[config.mk]
export PLATFORM = sky130hd
export DESIGN_NAME = fpes_top
export DESIGN_NICKNAME = d
export VERILOG_FILES = /design/src/rtl/fpes_pkg.sv /design/src/rtl/fpes_lat_track.sv /design/src/rtl/fpes_top.sv
export SDC_FILE = /design/constraint.sdc
export NUM_CORES = 1
export LEC_CHECK = 0
export BUFFER_PORTS_ARGS = -buffer_cell sky130_fd_sc_hd__buf_2
export CAP_MARGIN = 10
export CORE_MARGIN = 2
export CORE_UTILIZATION = 38
export CTS_BUF_LIST = sky130_fd_sc_hd__clkbuf_8 sky130_fd_sc_hd__clkbuf_16
export DETAILED_ROUTE_END_ITERATION = 12
export MAX_ROUTING_LAYER = met4
export SLEW_MARGIN = 20
export SYNTH_ARGS = -nofsm -noshare
export SYNTH_HDL_FRONTEND = slang
export SYNTH_SLANG_ARGS = --single-unit
[constraint.sdc]
create_clock -name mclk_i -period 4.4 [get_ports mclk_i]
set_clock_uncertainty 0.05 [all_clocks]
set_input_delay 0.44 -clock mclk_i [delete_from_list [all_inputs] [get_ports mclk_i]]
set_output_delay 0.44 -clock mclk_i [all_outputs]
set_load 0.02 [all_outputs]
[src/rtl/fpes_pkg.sv]
// fpes_pkg: codes, qualifier bit positions, register offsets and carriers
// for the fabric performance event selector.
// assumes a single 125 MHz clock domain and an Avalon-MM register port.
package fpes_pkg;

    // ****************************************************************
    // event codes (12-bit event_code_field)
    // ****************************************************************
    localparam logic [11:0] EV_CMD_LAT = 12'h1E6;
    localparam logic [11:0] EV_CMD_REQ = 12'h1E7;
    localparam logic [11:0] EV_LINK0 = 12'h0F6;
    localparam logic [11:0] EV_LINK1 = 12'h0F7;
    localparam logic [11:0] EV_LINK2 = 12'h0F8;
    localparam logic [11:0] EV_LINK3 = 12'h1F9;
    localparam logic [11:0] EV_L3_READ = 12'h4E0;
    localparam logic [11:0] EV_L3_MISS = 12'h4E1;
    localparam logic [11:0] EV_L3_FILL = 12'h4E2;
    localparam logic [11:0] EV_L3_EVICT = 12'h4E3;

    // ****************************************************************
    // qualifier field positions
    // ****************************************************************
    localparam int Q_NODE_GRP = 3;
    localparam int Q_TGT_LO = 4;
    localparam int Q_SUBLINK = 7;
    localparam logic [7:0] Q_CMD_MASK = 8'h07;
    localparam logic [7:0] Q_LINK_MASK = 8'h3F;
    localparam logic [7:0] Q_STATE_MASK = 8'h0F;

    // ****************************************************************
    // register map (byte addresses, word aligned)
    // ****************************************************************
    localparam logic [3:0] A_SEL = 4'h0;
    localparam logic [3:0] A_CNT = 4'h4;
    localparam logic [3:0] A_STAT = 4'h8;
    localparam logic [31:0] SEL_RST = 32'h0000_0000;
    localparam int SEL_EN_BIT = 31;
    localparam logic [31:0] UNMAPPED_RD = 32'h0000_0000;

    // ****************************************************************
    // event carriers
    // ****************************************************************
    // command to a target node; node id 0..7
    typedef struct packed {
        logic start;
        logic done;
        logic [2:0] cmd_type;   // one-hot: sized rd, sized wr, victim
        logic [2:0] node;
    } fpes_cmd_t;

    // one dword slot per link per cycle
    typedef struct packed {
        logic valid;
        logic [5:0] category;   // one-hot dword category
        logic sublink;
    } fpes_link_t;

    // shared-cache event from a core
    typedef struct packed {
        logic read;
        logic miss;
        logic fill;
        logic evict;
        logic [2:0] req_type;   // one-hot request type
        logic [3:0] state;      // one-hot line state
        logic [1:0] core;
    } fpes_l3_t;

endpackage

[src/rtl/fpes_lat_track.sv]
// fpes_lat_track: follows one qualified command at a time and reports
// per-cycle latency and per-command completion increments.
// assumes start/done arrive on mclk_i, one command per tag at most.
`timescale 1ns/10ps
module fpes_lat_track (
    input wire logic mclk_i,
    input wire logic rst_n_i,
    input wire logic qual_start_i,
    input wire logic done_i,
    output logic busy_o,
    output logic lat_inc_o,
    output logic req_inc_o
);

    // ****************************************************************
    // tracker state
    // ****************************************************************
    typedef enum logic {
        FPES_IDLE = 1'b0,
        FPES_BUSY = 1'b1
    } fpes_trk_t;

    fpes_trk_t state_r;
    fpes_trk_t state_nxt;

    // a start while busy is ignored: only one command in flight
    always_comb begin
        state_nxt = state_r;
        case (state_r)
            FPES_IDLE: begin
                if (qual_start_i) begin
                    state_nxt = FPES_BUSY;
                end
            end
            FPES_BUSY: begin
                if (done_i) begin
                    state_nxt = FPES_IDLE;
                end
            end
            default: state_nxt = FPES_IDLE;
        endcase
    end

    // state register
    always_ff @(posedge mclk_i) begin
        if (!rst_n_i) begin
            state_r <= FPES_IDLE;
        end else begin
            state_r <= state_nxt;
        end
    end

    // count each cycle after the accepting start through the done cycle
    assign busy_o = (state_r == FPES_BUSY);
    assign lat_inc_o = busy_o;
    assign req_inc_o = busy_o && done_i;

endmodule // fpes_lat_track

[src/rtl/fpes_top.sv]
// fpes_top: performance event qualification and counter with Avalon-MM
// register access.
// assumes fabric event inputs are synchronous to mclk_i.
`timescale 1ns/10ps
module fpes_top (
    input wire logic mclk_i,
    input wire logic rst_n_i,
    // avalon-mm slave
    input wire logic [3:0] avs_address_i,
    input wire logic avs_read_i,
    input wire logic avs_write_i,
    input wire logic [31:0] avs_writedata_i,
    input wire logic [3:0] avs_byteenable_i,
    output logic [31:0] avs_readdata_o,
    output logic avs_waitrequest_o,
    // fabric events
    input wire fpes_pkg::fpes_cmd_t cmd_i,
    input wire fpes_pkg::fpes_link_t [3:0] link_i,
    input wire fpes_pkg::fpes_l3_t l3_i,
    // qualified increment
    output logic inc_o
);

    // ****************************************************************
    // registers
    // ****************************************************************
    logic [31:0] sel_r;
    logic [31:0] cnt_r;
    logic [31:0] rdata_r;
    logic ack_r;

    wire [11:0] code = sel_r[11:0];
    wire [7:0] qual = sel_r[19:12];
    wire cnt_en = sel_r[fpes_pkg::SEL_EN_BIT];

    // merge byte lanes of a write into an old word
    function automatic logic [31:0] be_merge(input logic [31:0] old_v,
                                             input logic [31:0] new_v,
                                             input logic [3:0] be);
        logic [31:0] r;
        r = old_v;
        for (int i = 0; i < 4; i++) begin
            if (be[i]) begin
                r[i*8 +: 8] = new_v[i*8 +: 8];
            end
        end
        return r;
    endfunction

    // one-hot index test, shared by node and core matching
    function automatic logic sel_hit(input logic [3:0] mask,
                                     input logic [1:0] idx);
        return mask[idx];
    endfunction

    // ****************************************************************
    // command latency and request count
    // ****************************************************************
    wire cmd_type_hit = |(cmd_i.cmd_type & qual[2:0]);
    wire grp_hit = (cmd_i.node[2] == qual[fpes_pkg::Q_NODE_GRP]);
    wire node_hit = sel_hit(qual[7:4], cmd_i.node[1:0]);
    wire cmd_ev = (code == fpes_pkg::EV_CMD_LAT) ||
                  (code == fpes_pkg::EV_CMD_REQ);
    // type or node mismatch disqualifies the start itself
    wire cmd_qual = cnt_en && cmd_ev && cmd_i.start && cmd_type_hit &&
                    grp_hit && node_hit;
    wire lat_inc;
    wire req_inc;
    wire trk_busy;

    fpes_lat_track u_lat (
        .mclk_i(mclk_i),
        .rst_n_i(rst_n_i),
        .qual_start_i(cmd_qual),
        .done_i(cmd_i.done),
        .busy_o(trk_busy),
        .lat_inc_o(lat_inc),
        .req_inc_o(req_inc)
    );

    // ****************************************************************
    // link transmit dwords
    // ****************************************************************
    // link index for the selected link code; 3'h4 means none
    wire [2:0] link_idx =
        (code == fpes_pkg::EV_LINK0) ? 3'h0 :
        (code == fpes_pkg::EV_LINK1) ? 3'h1 :
        (code == fpes_pkg::EV_LINK2) ? 3'h2 :
        (code == fpes_pkg::EV_LINK3) ? 3'h3 : 3'h4;
    wire fpes_pkg::fpes_link_t lnk = link_i[link_idx[1:0]];
    // nop is bit 3 per the encoding table, not bit 4
    wire [5:0] lnk_cat_mask = qual[5:0] & fpes_pkg::Q_LINK_MASK[5:0];
    wire lnk_cat_hit = |(lnk.category & lnk_cat_mask);
    // every slot carries exactly one category, so 3Fh counts all slots of the selected sublink
    wire lnk_sub_hit = (lnk.sublink == qual[fpes_pkg::Q_SUBLINK]);
    wire lnk_inc = !link_idx[2] && lnk.valid && lnk_cat_hit &&
                   lnk_sub_hit;

    // ****************************************************************
    // shared cache events
    // ****************************************************************
    wire core_hit = sel_hit(qual[7:4], l3_i.core);
    wire req_hit = |(l3_i.req_type & qual[2:0]);
    wire st_hit = |(l3_i.state & qual[3:0]);
    wire l3_rd_inc = (code == fpes_pkg::EV_L3_READ) && l3_i.read &&
                     req_hit && core_hit;
    wire l3_ms_inc = (code == fpes_pkg::EV_L3_MISS) && l3_i.miss &&
                     req_hit && core_hit;
    wire l3_fl_inc = (code == fpes_pkg::EV_L3_FILL) && l3_i.fill &&
                     st_hit && core_hit;
    // no core term here: evictions belong to no core
    wire l3_ev_inc = (code == fpes_pkg::EV_L3_EVICT) && l3_i.evict &&
                     st_hit;

    // ****************************************************************
    // increment select
    // ****************************************************************
    wire lat_sel = (code == fpes_pkg::EV_CMD_LAT) && lat_inc;
    wire req_sel = (code == fpes_pkg::EV_CMD_REQ) && req_inc;
    wire inc_any = cnt_en && (lat_sel || req_sel || lnk_inc || l3_rd_inc ||
                   l3_ms_inc || l3_fl_inc || l3_ev_inc);

    // ****************************************************************
    // bus decode
    // ****************************************************************
    wire acc = (avs_read_i || avs_write_i) && !ack_r;
    // writes land on the edge where waitrequest is seen low
    wire acc_done = (avs_read_i || avs_write_i) && ack_r;
    wire wr_sel = acc_done && avs_write_i &&
                  (avs_address_i == fpes_pkg::A_SEL);
    wire wr_cnt = acc_done && avs_write_i &&
                  (avs_address_i == fpes_pkg::A_CNT);
    wire [31:0] rd_mux =
        (avs_address_i == fpes_pkg::A_SEL) ? sel_r :
        (avs_address_i == fpes_pkg::A_CNT) ? cnt_r :
        (avs_address_i == fpes_pkg::A_STAT) ? {31'h0, trk_busy} :
        fpes_pkg::UNMAPPED_RD;

    // one wait cycle, then answer
    assign avs_waitrequest_o = (avs_read_i || avs_write_i) && !ack_r;
    assign avs_readdata_o = rdata_r;

    // handshake and read data
    always_ff @(posedge mclk_i) begin
        if (!rst_n_i) begin
            ack_r <= 1'b0;
            rdata_r <= 32'h0000_0000;
        end else begin
            ack_r <= acc;
            rdata_r <= acc ? rd_mux : rdata_r;
        end
    end

    // select register
    always_ff @(posedge mclk_i) begin
        if (!rst_n_i) begin
            sel_r <= fpes_pkg::SEL_RST;
        end else if (wr_sel) begin
            sel_r <= be_merge(sel_r, avs_writedata_i, avs_byteenable_i);
        end
    end

    // counter; a software write wins over an increment that cycle
    always_ff @(posedge mclk_i) begin
        if (!rst_n_i) begin
            cnt_r <= 32'h0000_0000;
        end else if (wr_cnt) begin
            cnt_r <= be_merge(cnt_r, avs_writedata_i, avs_byteenable_i);
        end else if (inc_any) begin
            cnt_r <= cnt_r + 32'h0000_0001;
        end
    end

    // registered increment pulse
    always_ff @(posedge mclk_i) begin
        if (!rst_n_i) begin
            inc_o <= 1'b0;
        end else begin
            inc_o <= inc_any;
        end
    end

endmodule // fpes_top

==> out/metrics.cfg, run 1 <==
[cts]
cts_setup_buffers=0
cts-root-to-sink-buffers=2
cts_hold_buf=0
clockRootBuffer=clkbuf_16
clock-sinks=99
cts_resized=0
path_clk_slew_ns=0.07
cts_tree=built
cts_max_level=3
cts_buffers=9
insertion_delay_ns=0.36

[sta]
fmax_mhz=272
slew_headroom_pct=36.3
period_share_pct=83.5
tightest_slew_ns=0.956
hold_viol=0
rsz0062_at_grt=no
hold_slack_ns=0.303
maxSlewViolCount=0
fin_crit_ns=3.67
finalSetupTns_ns=0
setup_viol=0

[power]
powerDensity_nw_per_um2=305
p_switching_mw=0.476
power_frac_comb_pct=10.7
p_int_mw=1.47
seqPwrFrac_pct=47.9
switching_share_pct=24.5
ir_worst_vdd_mv=0.206
p_leak_nw=2.73
p_clk_share_pct=41.4

[layout]
drive_gt1_share_pct=24.1
layout.area.seq_um2=1980
utilization_pct=46.1
syn_to_final_growth_pct=18.8
multi_input_area_um2=3130
n_antenna_cell=0
final_net_count=833
nFillCells=1386

[routing]
first_iter_violations=445
post-route-drc-count=0
dr.pass1.iters=7
drt_wl_total_mm=16.9
antenna_left=0
vias=5421
wl_per_cell_um=18.4
drt-vias-per-instance=5.90

[synthesis]
yosysWarnings=0
yosys-top-cells-area=dfxtp_1, nand2_1, o211a_1, a22oi_1, a21boi_0
netlist.top_cell.by_area=dfxtp_1
synth_nets=736
synth-edff-count=0
synth_most_common_cell=dfxtp_1
synthCells=638
syn-mean-instance-area_um2=8.42
ys_types=64
yosys.area.top_type_share_pct=36.9
ys_seq_elements=99
syn-cell-area_um2=5370
synth_flop_cell=dfxtp_1
synth_common_cells=dfxtp_1, nand2_1, nand3_1
synthArstFlopShare_pct=0
seq_area_frac_synth_pct=36.9

[outcome]
status=finished, final reports clean

[critical_path]
r2r_slack_ns=0.73
arrival_ns=3.89
rr_startpoint=sel_r[0]
crit_path_start=sel_r[0]
ff2ff_path_depth=9
required_ns=4.61
critPathMaxFanout=19
rr_endpoint=cnt_r[10]
endpoint_kind=flip-flop
path_class=flip-flop to flip-flop
cp-start-kind=flip-flop

[global_route]
grt_max_degree=59
grt_pass1_wl_mm=26.7
grt_pass1_vias=5236
grt_use_total_pct=23.3
gr-total-overflow=0
antenna_found_initial=0

[floorplanning]
pin_count=131
core-area_um2=13800
die_w_um=123
num_rows=43
die_area_um2=15100
start_util_pct=38.8
die_y_um=123

[flow_run]
maxCapViolations=0

[placed_design]
place_congestion=0.931
post-dp-hpwl_mm=12.4
io_buffer_count=130

[hold_path]
hp-start=avs_writedata_i[30]
hold_path.class=primary input to flip-flop
whs_endpoint=sel_r[30]
holdPathStages=3

==> cells by family (layout without fill, tap and decap cells) <==
logic type               Yosys count  in the layout  share of synthesized area [%]
AO/OA/AOI/OAI                    210            210                           30.3
buffers and inverters             61            162                           5.17
AND/OR/NAND/NOR                  244            244                           22.3
multiplexers                      20             20                           4.66
adder cells (fa/ha/maj)            1              1                          0.233
XOR/XNOR                           3              3                          0.489
flip-flops                        99             99                           36.9
==> routing by layer <==
metal  global-route usage [%]  part of all wire [%]  up-vias
met5                        -                     0        -
met4                     7.97                   2.1        0
met3                     4.80                   6.1       24
met2                     36.7                    47      183
met1                     29.7                    44     2609
li1                         -                     -     2605
==> final cells by class <==
type                    instances  area share, %
multi-input cells             478           49.1
flip-flops and latches         99           31.1
repair buffers                138           11.1
clock buffers                  11           3.96
well taps                     180           3.53
clock inverters                 4          0.667
inverters                       9          0.530
==> cells in the final DEF (no fill, tap or decap), drive strengths merged, types with 3 or more instances in the layout <==
cell type    n
dfxtp       99
a211oi       7
and4         6
o211a       33
o21ai       20
buf        138
a21oi       15
a21boi      35
nand2       98
a221oi       6
inv         11
mux2i        7
mux2        10
clkbuf      11
o22ai        6
and2        10
nor4b        4
nor3        15
o31ai       10
a311oi       7
nand2b       3
nor2        26
and3        14
a31o         3
a31oi        4
mux4         3
nor4         3
nand3       45
nand4       11
o21a         5
a22oi       38
o221a        3
==> worst max-delay path: stages, from the launching register on <==
cell and delay (ns):
dfxtp_1 0.52, or4b_4 0.52, a211o_1 0.38, a211oi_1 0.35, nor3_1 0.10, o31ai_1 0.24, o311a_1 0.46, nand2_2 0.34
o31a_1 0.39, a311oi_1 0.21
==> per-stage QoR <==
stage | total power [mW] | setup WS, ns | area, um2 | std cells
final | 1.94 | 0.726 | 6380 | 919
after global routing | 2.01 | 0.548 | 6380 | 919
after CTS | 1.96 | 0.769 | 6380 | 919
after detailed placement | 1.16 | 0.791 | 6080 | 904
after global placement | 1.16 | 0.913 | 6080 | 904
after floorplan | 1.06 | 1.17 | 5370 | 638
==> flip-flops by register name, indices dropped and copies added, names as in the netlist <==
name and flops:
u_lat.busy_o 1, inc_o 1, avs_readdata_o 32, ack_r 1, sel_r 32, cnt_r 32
==> worst max-delay path by stage <==
| stage | to | slack (ns) | cells after the start |
|---|---|---|---|
| floorplan | cnt_r[5] | 1.17 | 15 |
| global placement | cnt_r[6] | 0.91 | 9 |
| detailed placement | cnt_r[10] | 0.79 | 9 |
| CTS | cnt_r[10] | 0.77 | 9 |
| global route | cnt_r[10] | 0.55 | 9 |
| finish | cnt_r[10] | 0.73 | 9 |
==> power by group through the flow <==
stage | clock (mW) | sequential (mW) | combinational, mW
after floorplan | 0 | 0.975 | 0.0866
after global placement | 0 | 0.951 | 0.205
after detailed placement | 0 | 0.952 | 0.208
after CTS | 0.816 | 0.931 | 0.209
after global routing | 0.853 | 0.933 | 0.227
final | 0.804 | 0.931 | 0.208
Note: power is estimated with default switching activity, not from simulation.
==> run 2: changes to the inputs <==
==> constraint.sdc (replaced) <==
create_clock -name mclk_i -period 3.53 [get_ports mclk_i]
set_clock_uncertainty 0.05 [all_clocks]
set_input_delay 0.353 -clock mclk_i [delete_from_list [all_inputs] [get_ports mclk_i]]
set_output_delay 0.353 -clock mclk_i [all_outputs]
set_load 0.02 [all_outputs]
==> out/metrics.cfg, run 2 (synthesis gave the netlist of run 1 again) <==
[outcome]
status=finished, final reports clean

[global_route]
grt_pass1_vias=5249
grt_use_total_pct=23.6
grt_max_degree=68
grt_pass1_wl_mm=27.2
antenna_found_initial=0
gr-total-overflow=0

[sta]
tightest_slew_ns=1.06
setup_viol=0
maxSlewViolCount=0
slew_headroom_pct=29.3
fin_crit_ns=3.31
period_share_pct=93.7
hold_viol=0
setup_ws_ns=0.221
fmax_mhz=302
finalSetupTns_ns=0
rsz0062_at_grt=no

[cts]
cts_tree=built
insertion_delay_ns=0.35
cts_setup_buffers=0
cts-root-to-sink-buffers=2
cts_max_level=3
clock-sinks=99
cts_buffers=9
cts_hold_buf=0
clockRootBuffer=clkbuf_16
cts_resized=0
path_clk_slew_ns=0.07

[placed_design]
io_buffer_count=130
post-dp-hpwl_mm=12.5
place_congestion=0.872
place_ws_ns=0.254

[routing]
post-route-drc-count=0
wl_per_cell_um=18.4
antenna_left=0
vias=5534
drt-vias-per-instance=5.98
drt_wl_total_mm=17.0
dr.pass1.iters=5
first_iter_violations=379

[floorplanning]
num_rows=43
pin_count=131
die_area_um2=15100
start_util_pct=38.8
core-area_um2=13800
die_w_um=123
die_y_um=123

[flow_run]
maxCapViolations=0

[hold_path]
hold_path.class=primary input to flip-flop
hp-start=avs_writedata_i[30]

[power]
powerDensity_nw_per_um2=381
ir_worst_vdd_mv=0.257
p_leak_nw=2.76
power.total_mw=2.45

[layout]
final_net_count=839
layout_common_cells=buf_2, dfxtp_1, nand2_1
multi_input_area_um2=3130
layout.area.seq_um2=1980
nFillCells=1397
layout_commonest_cell=buf_2
drive_gt1_share_pct=24.8
n_antenna_cell=0
syn_to_final_growth_pct=19.8

[critical_path]
crit_path_start=sel_r[9]
endpoint_kind=flip-flop
critPathMaxFanout=34
arrival_ns=3.50
cp-start-kind=flip-flop
path_class=flip-flop to flip-flop
rr_startpoint=sel_r[9]
required_ns=3.72

[run 2: changes by cell type in the layout (fill, tap and decap cells not counted)]
cell	change
clkinvlp_4	+1
clkinv_4	+1
buf_4	+6
clkinv_2	-1
[run 2: final timing paths]
| path | to | slack (ns) | depth (start not counted) |
|---|---|---|---|
| worst max-delay path | cnt_r[6] | 0.22 | 9 |
| worst max register to register | cnt_r[6] | 0.22 | 9 |
| worst min register to register | sel_r[28] | 0.42 | 2 |
| worst min-delay path | sel_r[30] | 0.23 | 3 |
[run 2: report_power, final]
part | internal, mW | switching, mW | total (mW)
Sequential | 1.14 | 0.0158 | 1.16
Combinational | 0.108 | 0.153 | 0.261
Clock | 0.585 | 0.446 | 1.03
Total | 1.84 | 0.615 | 2.45
[run 2: metal layers]
| metal | up-vias | wire, um | global-route usage [%] |
|---|---|---|---|
| met1 | 2694 | 7990 | 31.7 |
| li1 | 2623 | - | - |
| met5 | - | 0 | - |
| met3 | 24 | 872 | 3.32 |
| met2 | 193 | 7850 | 36.8 |
| met4 | 0 | 295 | 7.83 |
[run 2: worst max-delay path: stages, from the launching register on]
cell      delay (ns)
dfxtp_1         0.36
or4b_4          0.56
a211o_1         0.38
mux4_2          0.47
nand2_1         0.08
o311ai_1        0.10
o311a_1         0.42
and2_4          0.30
nand4_1         0.14
mux2_2          0.33
[run 2: per-stage QoR]
| step | util (%) | instances | cell area (um2) | hold slack (ns) |
|---|---|---|---|---|
| global route | 46.5 | 926 | 6430 | 0.235 |
| finish | 46.5 | 926 | 6430 | 0.229 |
| CTS | 46.5 | 926 | 6430 | 0.220 |
| global placement | 44.3 | 910 | 6130 | 0.404 |
| floorplan | - | 638 | 5370 | 0.394 |
| detailed placement | 44.3 | 910 | 6130 | 0.412 |
[run 2: final cells by class]
| type | instances | share of cell area, % |
|---|---|---|
| flip-flops and latches | 99 | 30.8 |
| inverters | 9 | 0.525 |
| multi-input cells | 478 | 48.7 |
| clock buffers | 11 | 3.93 |
| repair buffers | 144 | 11.7 |
| well taps | 180 | 3.50 |
| clock inverters | 5 | 0.836 |
==> run 3: changes to the inputs <==
--- a/config.mk
+++ b/config.mk
@@ -5,12 +5,12 @@
 export SDC_FILE = /design/constraint.sdc
 export NUM_CORES = 1
 export LEC_CHECK = 0
-export BUFFER_PORTS_ARGS = -buffer_cell sky130_fd_sc_hd__buf_2
 export CAP_MARGIN = 10
 export CORE_MARGIN = 2
 export CORE_UTILIZATION = 38
 export CTS_BUF_LIST = sky130_fd_sc_hd__clkbuf_8 sky130_fd_sc_hd__clkbuf_16
 export DETAILED_ROUTE_END_ITERATION = 12
+export DONT_BUFFER_PORTS = 1
 export MAX_ROUTING_LAYER = met4
 export SLEW_MARGIN = 20
 export SYNTH_ARGS = -nofsm -noshare
==> out/metrics.cfg, run 3 (synthesis gave the netlist of run 1 again) <==
[routing]
first_iter_violations=409
antenna_left=0
drt_wl_total_mm=16.8
wl_per_cell_um=21.0
vias=5026
post-route-drc-count=0
dr.pass1.iters=7
drt-vias-per-instance=6.27

[layout]
post-route-cell-area_um2=5840
nFillCells=1361
layout_common_cells=dfxtp_1, nand2_1, nand3_1
final_net_count=715
drive_gt1_share_pct=9.82
n_antenna_cell=0
layout_commonest_cell=dfxtp_1
syn_to_final_growth_pct=8.69

[floorplanning]
start_util_pct=38.8
pin_count=131
die_area_um2=15100
core-area_um2=13800
num_rows=43
die_w_um=123
die_y_um=123

[sta]
maxSlewViolCount=0
period_share_pct=94.2
finalSetupTns_ns=0
setup_viol=0
rsz0062_at_grt=no
fmax_mhz=301
tightest_slew_ns=0.857
hold_viol=0
slew_headroom_pct=42.8
fin_crit_ns=3.33

[power]
powerDensity_nw_per_um2=397
p_leak_nw=2.24
ir_worst_vdd_mv=0.311

[placed_design]
post-dp-hpwl_mm=11.8
io_buffer_count=0
postPlaceCellArea_um2=5490
place_congestion=0.887

[flow_run]
maxCapViolations=0

[cts]
clockRootBuffer=clkbuf_16
cts-root-to-sink-buffers=2
cts_buffers=9
clock-sinks=99
cts_max_level=3
insertion_delay_ns=0.35
path_clk_slew_ns=0.07
cts_tree=built

[critical_path]
arrival_ns=3.56
crit_family=compound AO/OA/AOI/OAI gates
slowest_delay_ns=0.56
path_class=flip-flop to flip-flop
critPathMaxFanout=17
cp-start-kind=flip-flop
r2r_slack_ns=0.20
required_ns=3.77
critPathBufInv=0
cp_slowest_cell=or4b_4
endpoint_kind=flip-flop
path_cells=or4b_4 > a211o_1 > mux4_2 > nand2_1 > o311ai_1 > o311a_1 > and2_2 > a31o_2 > a21oi_2

[hold_path]
hold_path.class=primary input to flip-flop

[global_route]
grt_pass1_wl_mm=26.2
grt_use_total_pct=22.9
antenna_found_initial=0
grt_max_degree=103
grt_pass1_vias=4798
gr-total-overflow=0

[outcome]
status=finished, final reports clean

-- run 3: cell types whose count changed in the layout (fill, tap and decap cells not counted) --
| cell | before | now |
|---|---|---|
| clkinv_2 | 0 | 1 |
| and2_2 | 0 | 1 |
| buf_12 | 0 | 1 |
| nand2_4 | 0 | 1 |
| buf_2 | 130 | 0 |
| clkinvlp_4 | 1 | 0 |
| and4_1 | 6 | 5 |
| and4_4 | 0 | 1 |
| buf_4 | 14 | 18 |
| clkinv_4 | 1 | 0 |
| nand2_2 | 1 | 0 |
-- run 3: cell type report --
class / count / area [um2] / area share, %
inverters: 9 / 33.8 / 0.579
repair buffers: 19 / 155 / 2.66
clock buffers: 11 / 253 / 4.33
clock inverters: 4 / 42.5 / 0.729
well taps: 180 / 225 / 3.86
flip-flops and latches: 99 / 1980 / 33.9
multi-input cells: 479 / 3150 / 53.9
-- run 3: repair_timing --
item | in CTS | in global routing
setup buffers | 0 | 5
hold buffers | 0 | 0
gates resized for setup | 0 | 3
setup endpoints to repair | 0 | 17
hold endpoints to repair | 0 | 0
-- run 3: routing by layer --
layer / wire length, um / vias to the layer above / GRT usage, %
met5: 0 / - / -
met4: 222 / 0 / 6.18
met3: 1290 / 16 / 5.77
met2: 7770 / 191 / 35.3
met1: 7550 / 2443 / 29.9
li1: - / 2376 / -
-- run 3: worst paths after layout --
| check | cells past startpoint | end | start |
|---|---|---|---|
| max | 9 | cnt_r[2] | sel_r[9] |
| min | 1 | avs_readdata_o[29] | rst_n_i |
| max reg2reg | 9 | cnt_r[2] | sel_r[9] |
| min reg2reg | 2 | sel_r[22] | sel_r[22] |
-- run 3: report_power, final --
part           switching (mW)  total [mW]  internal (mW)
logic                  0.0606       0.114         0.0532
registers              0.0510        1.20           1.14
clock network           0.429        1.01          0.579
total                   0.541        2.32           1.78
-- run 3: through the flow --
stage	utilization (%)	setup WS (ns)	power (mW)	cells	hold WS (ns)
3_5_place_dp	39.7	0.157	1.34	780	0.406
6_report	42.2	0.204	2.32	801	0.0919
3_3_place_gp	39.7	0.291	1.33	780	0.400
2_1_floorplan	-	0.302	1.32	638	0.394
4_1_cts	41.8	0.119	2.34	795	0.0769
5_1_grt	42.2	0.0574	2.40	801	0.0840
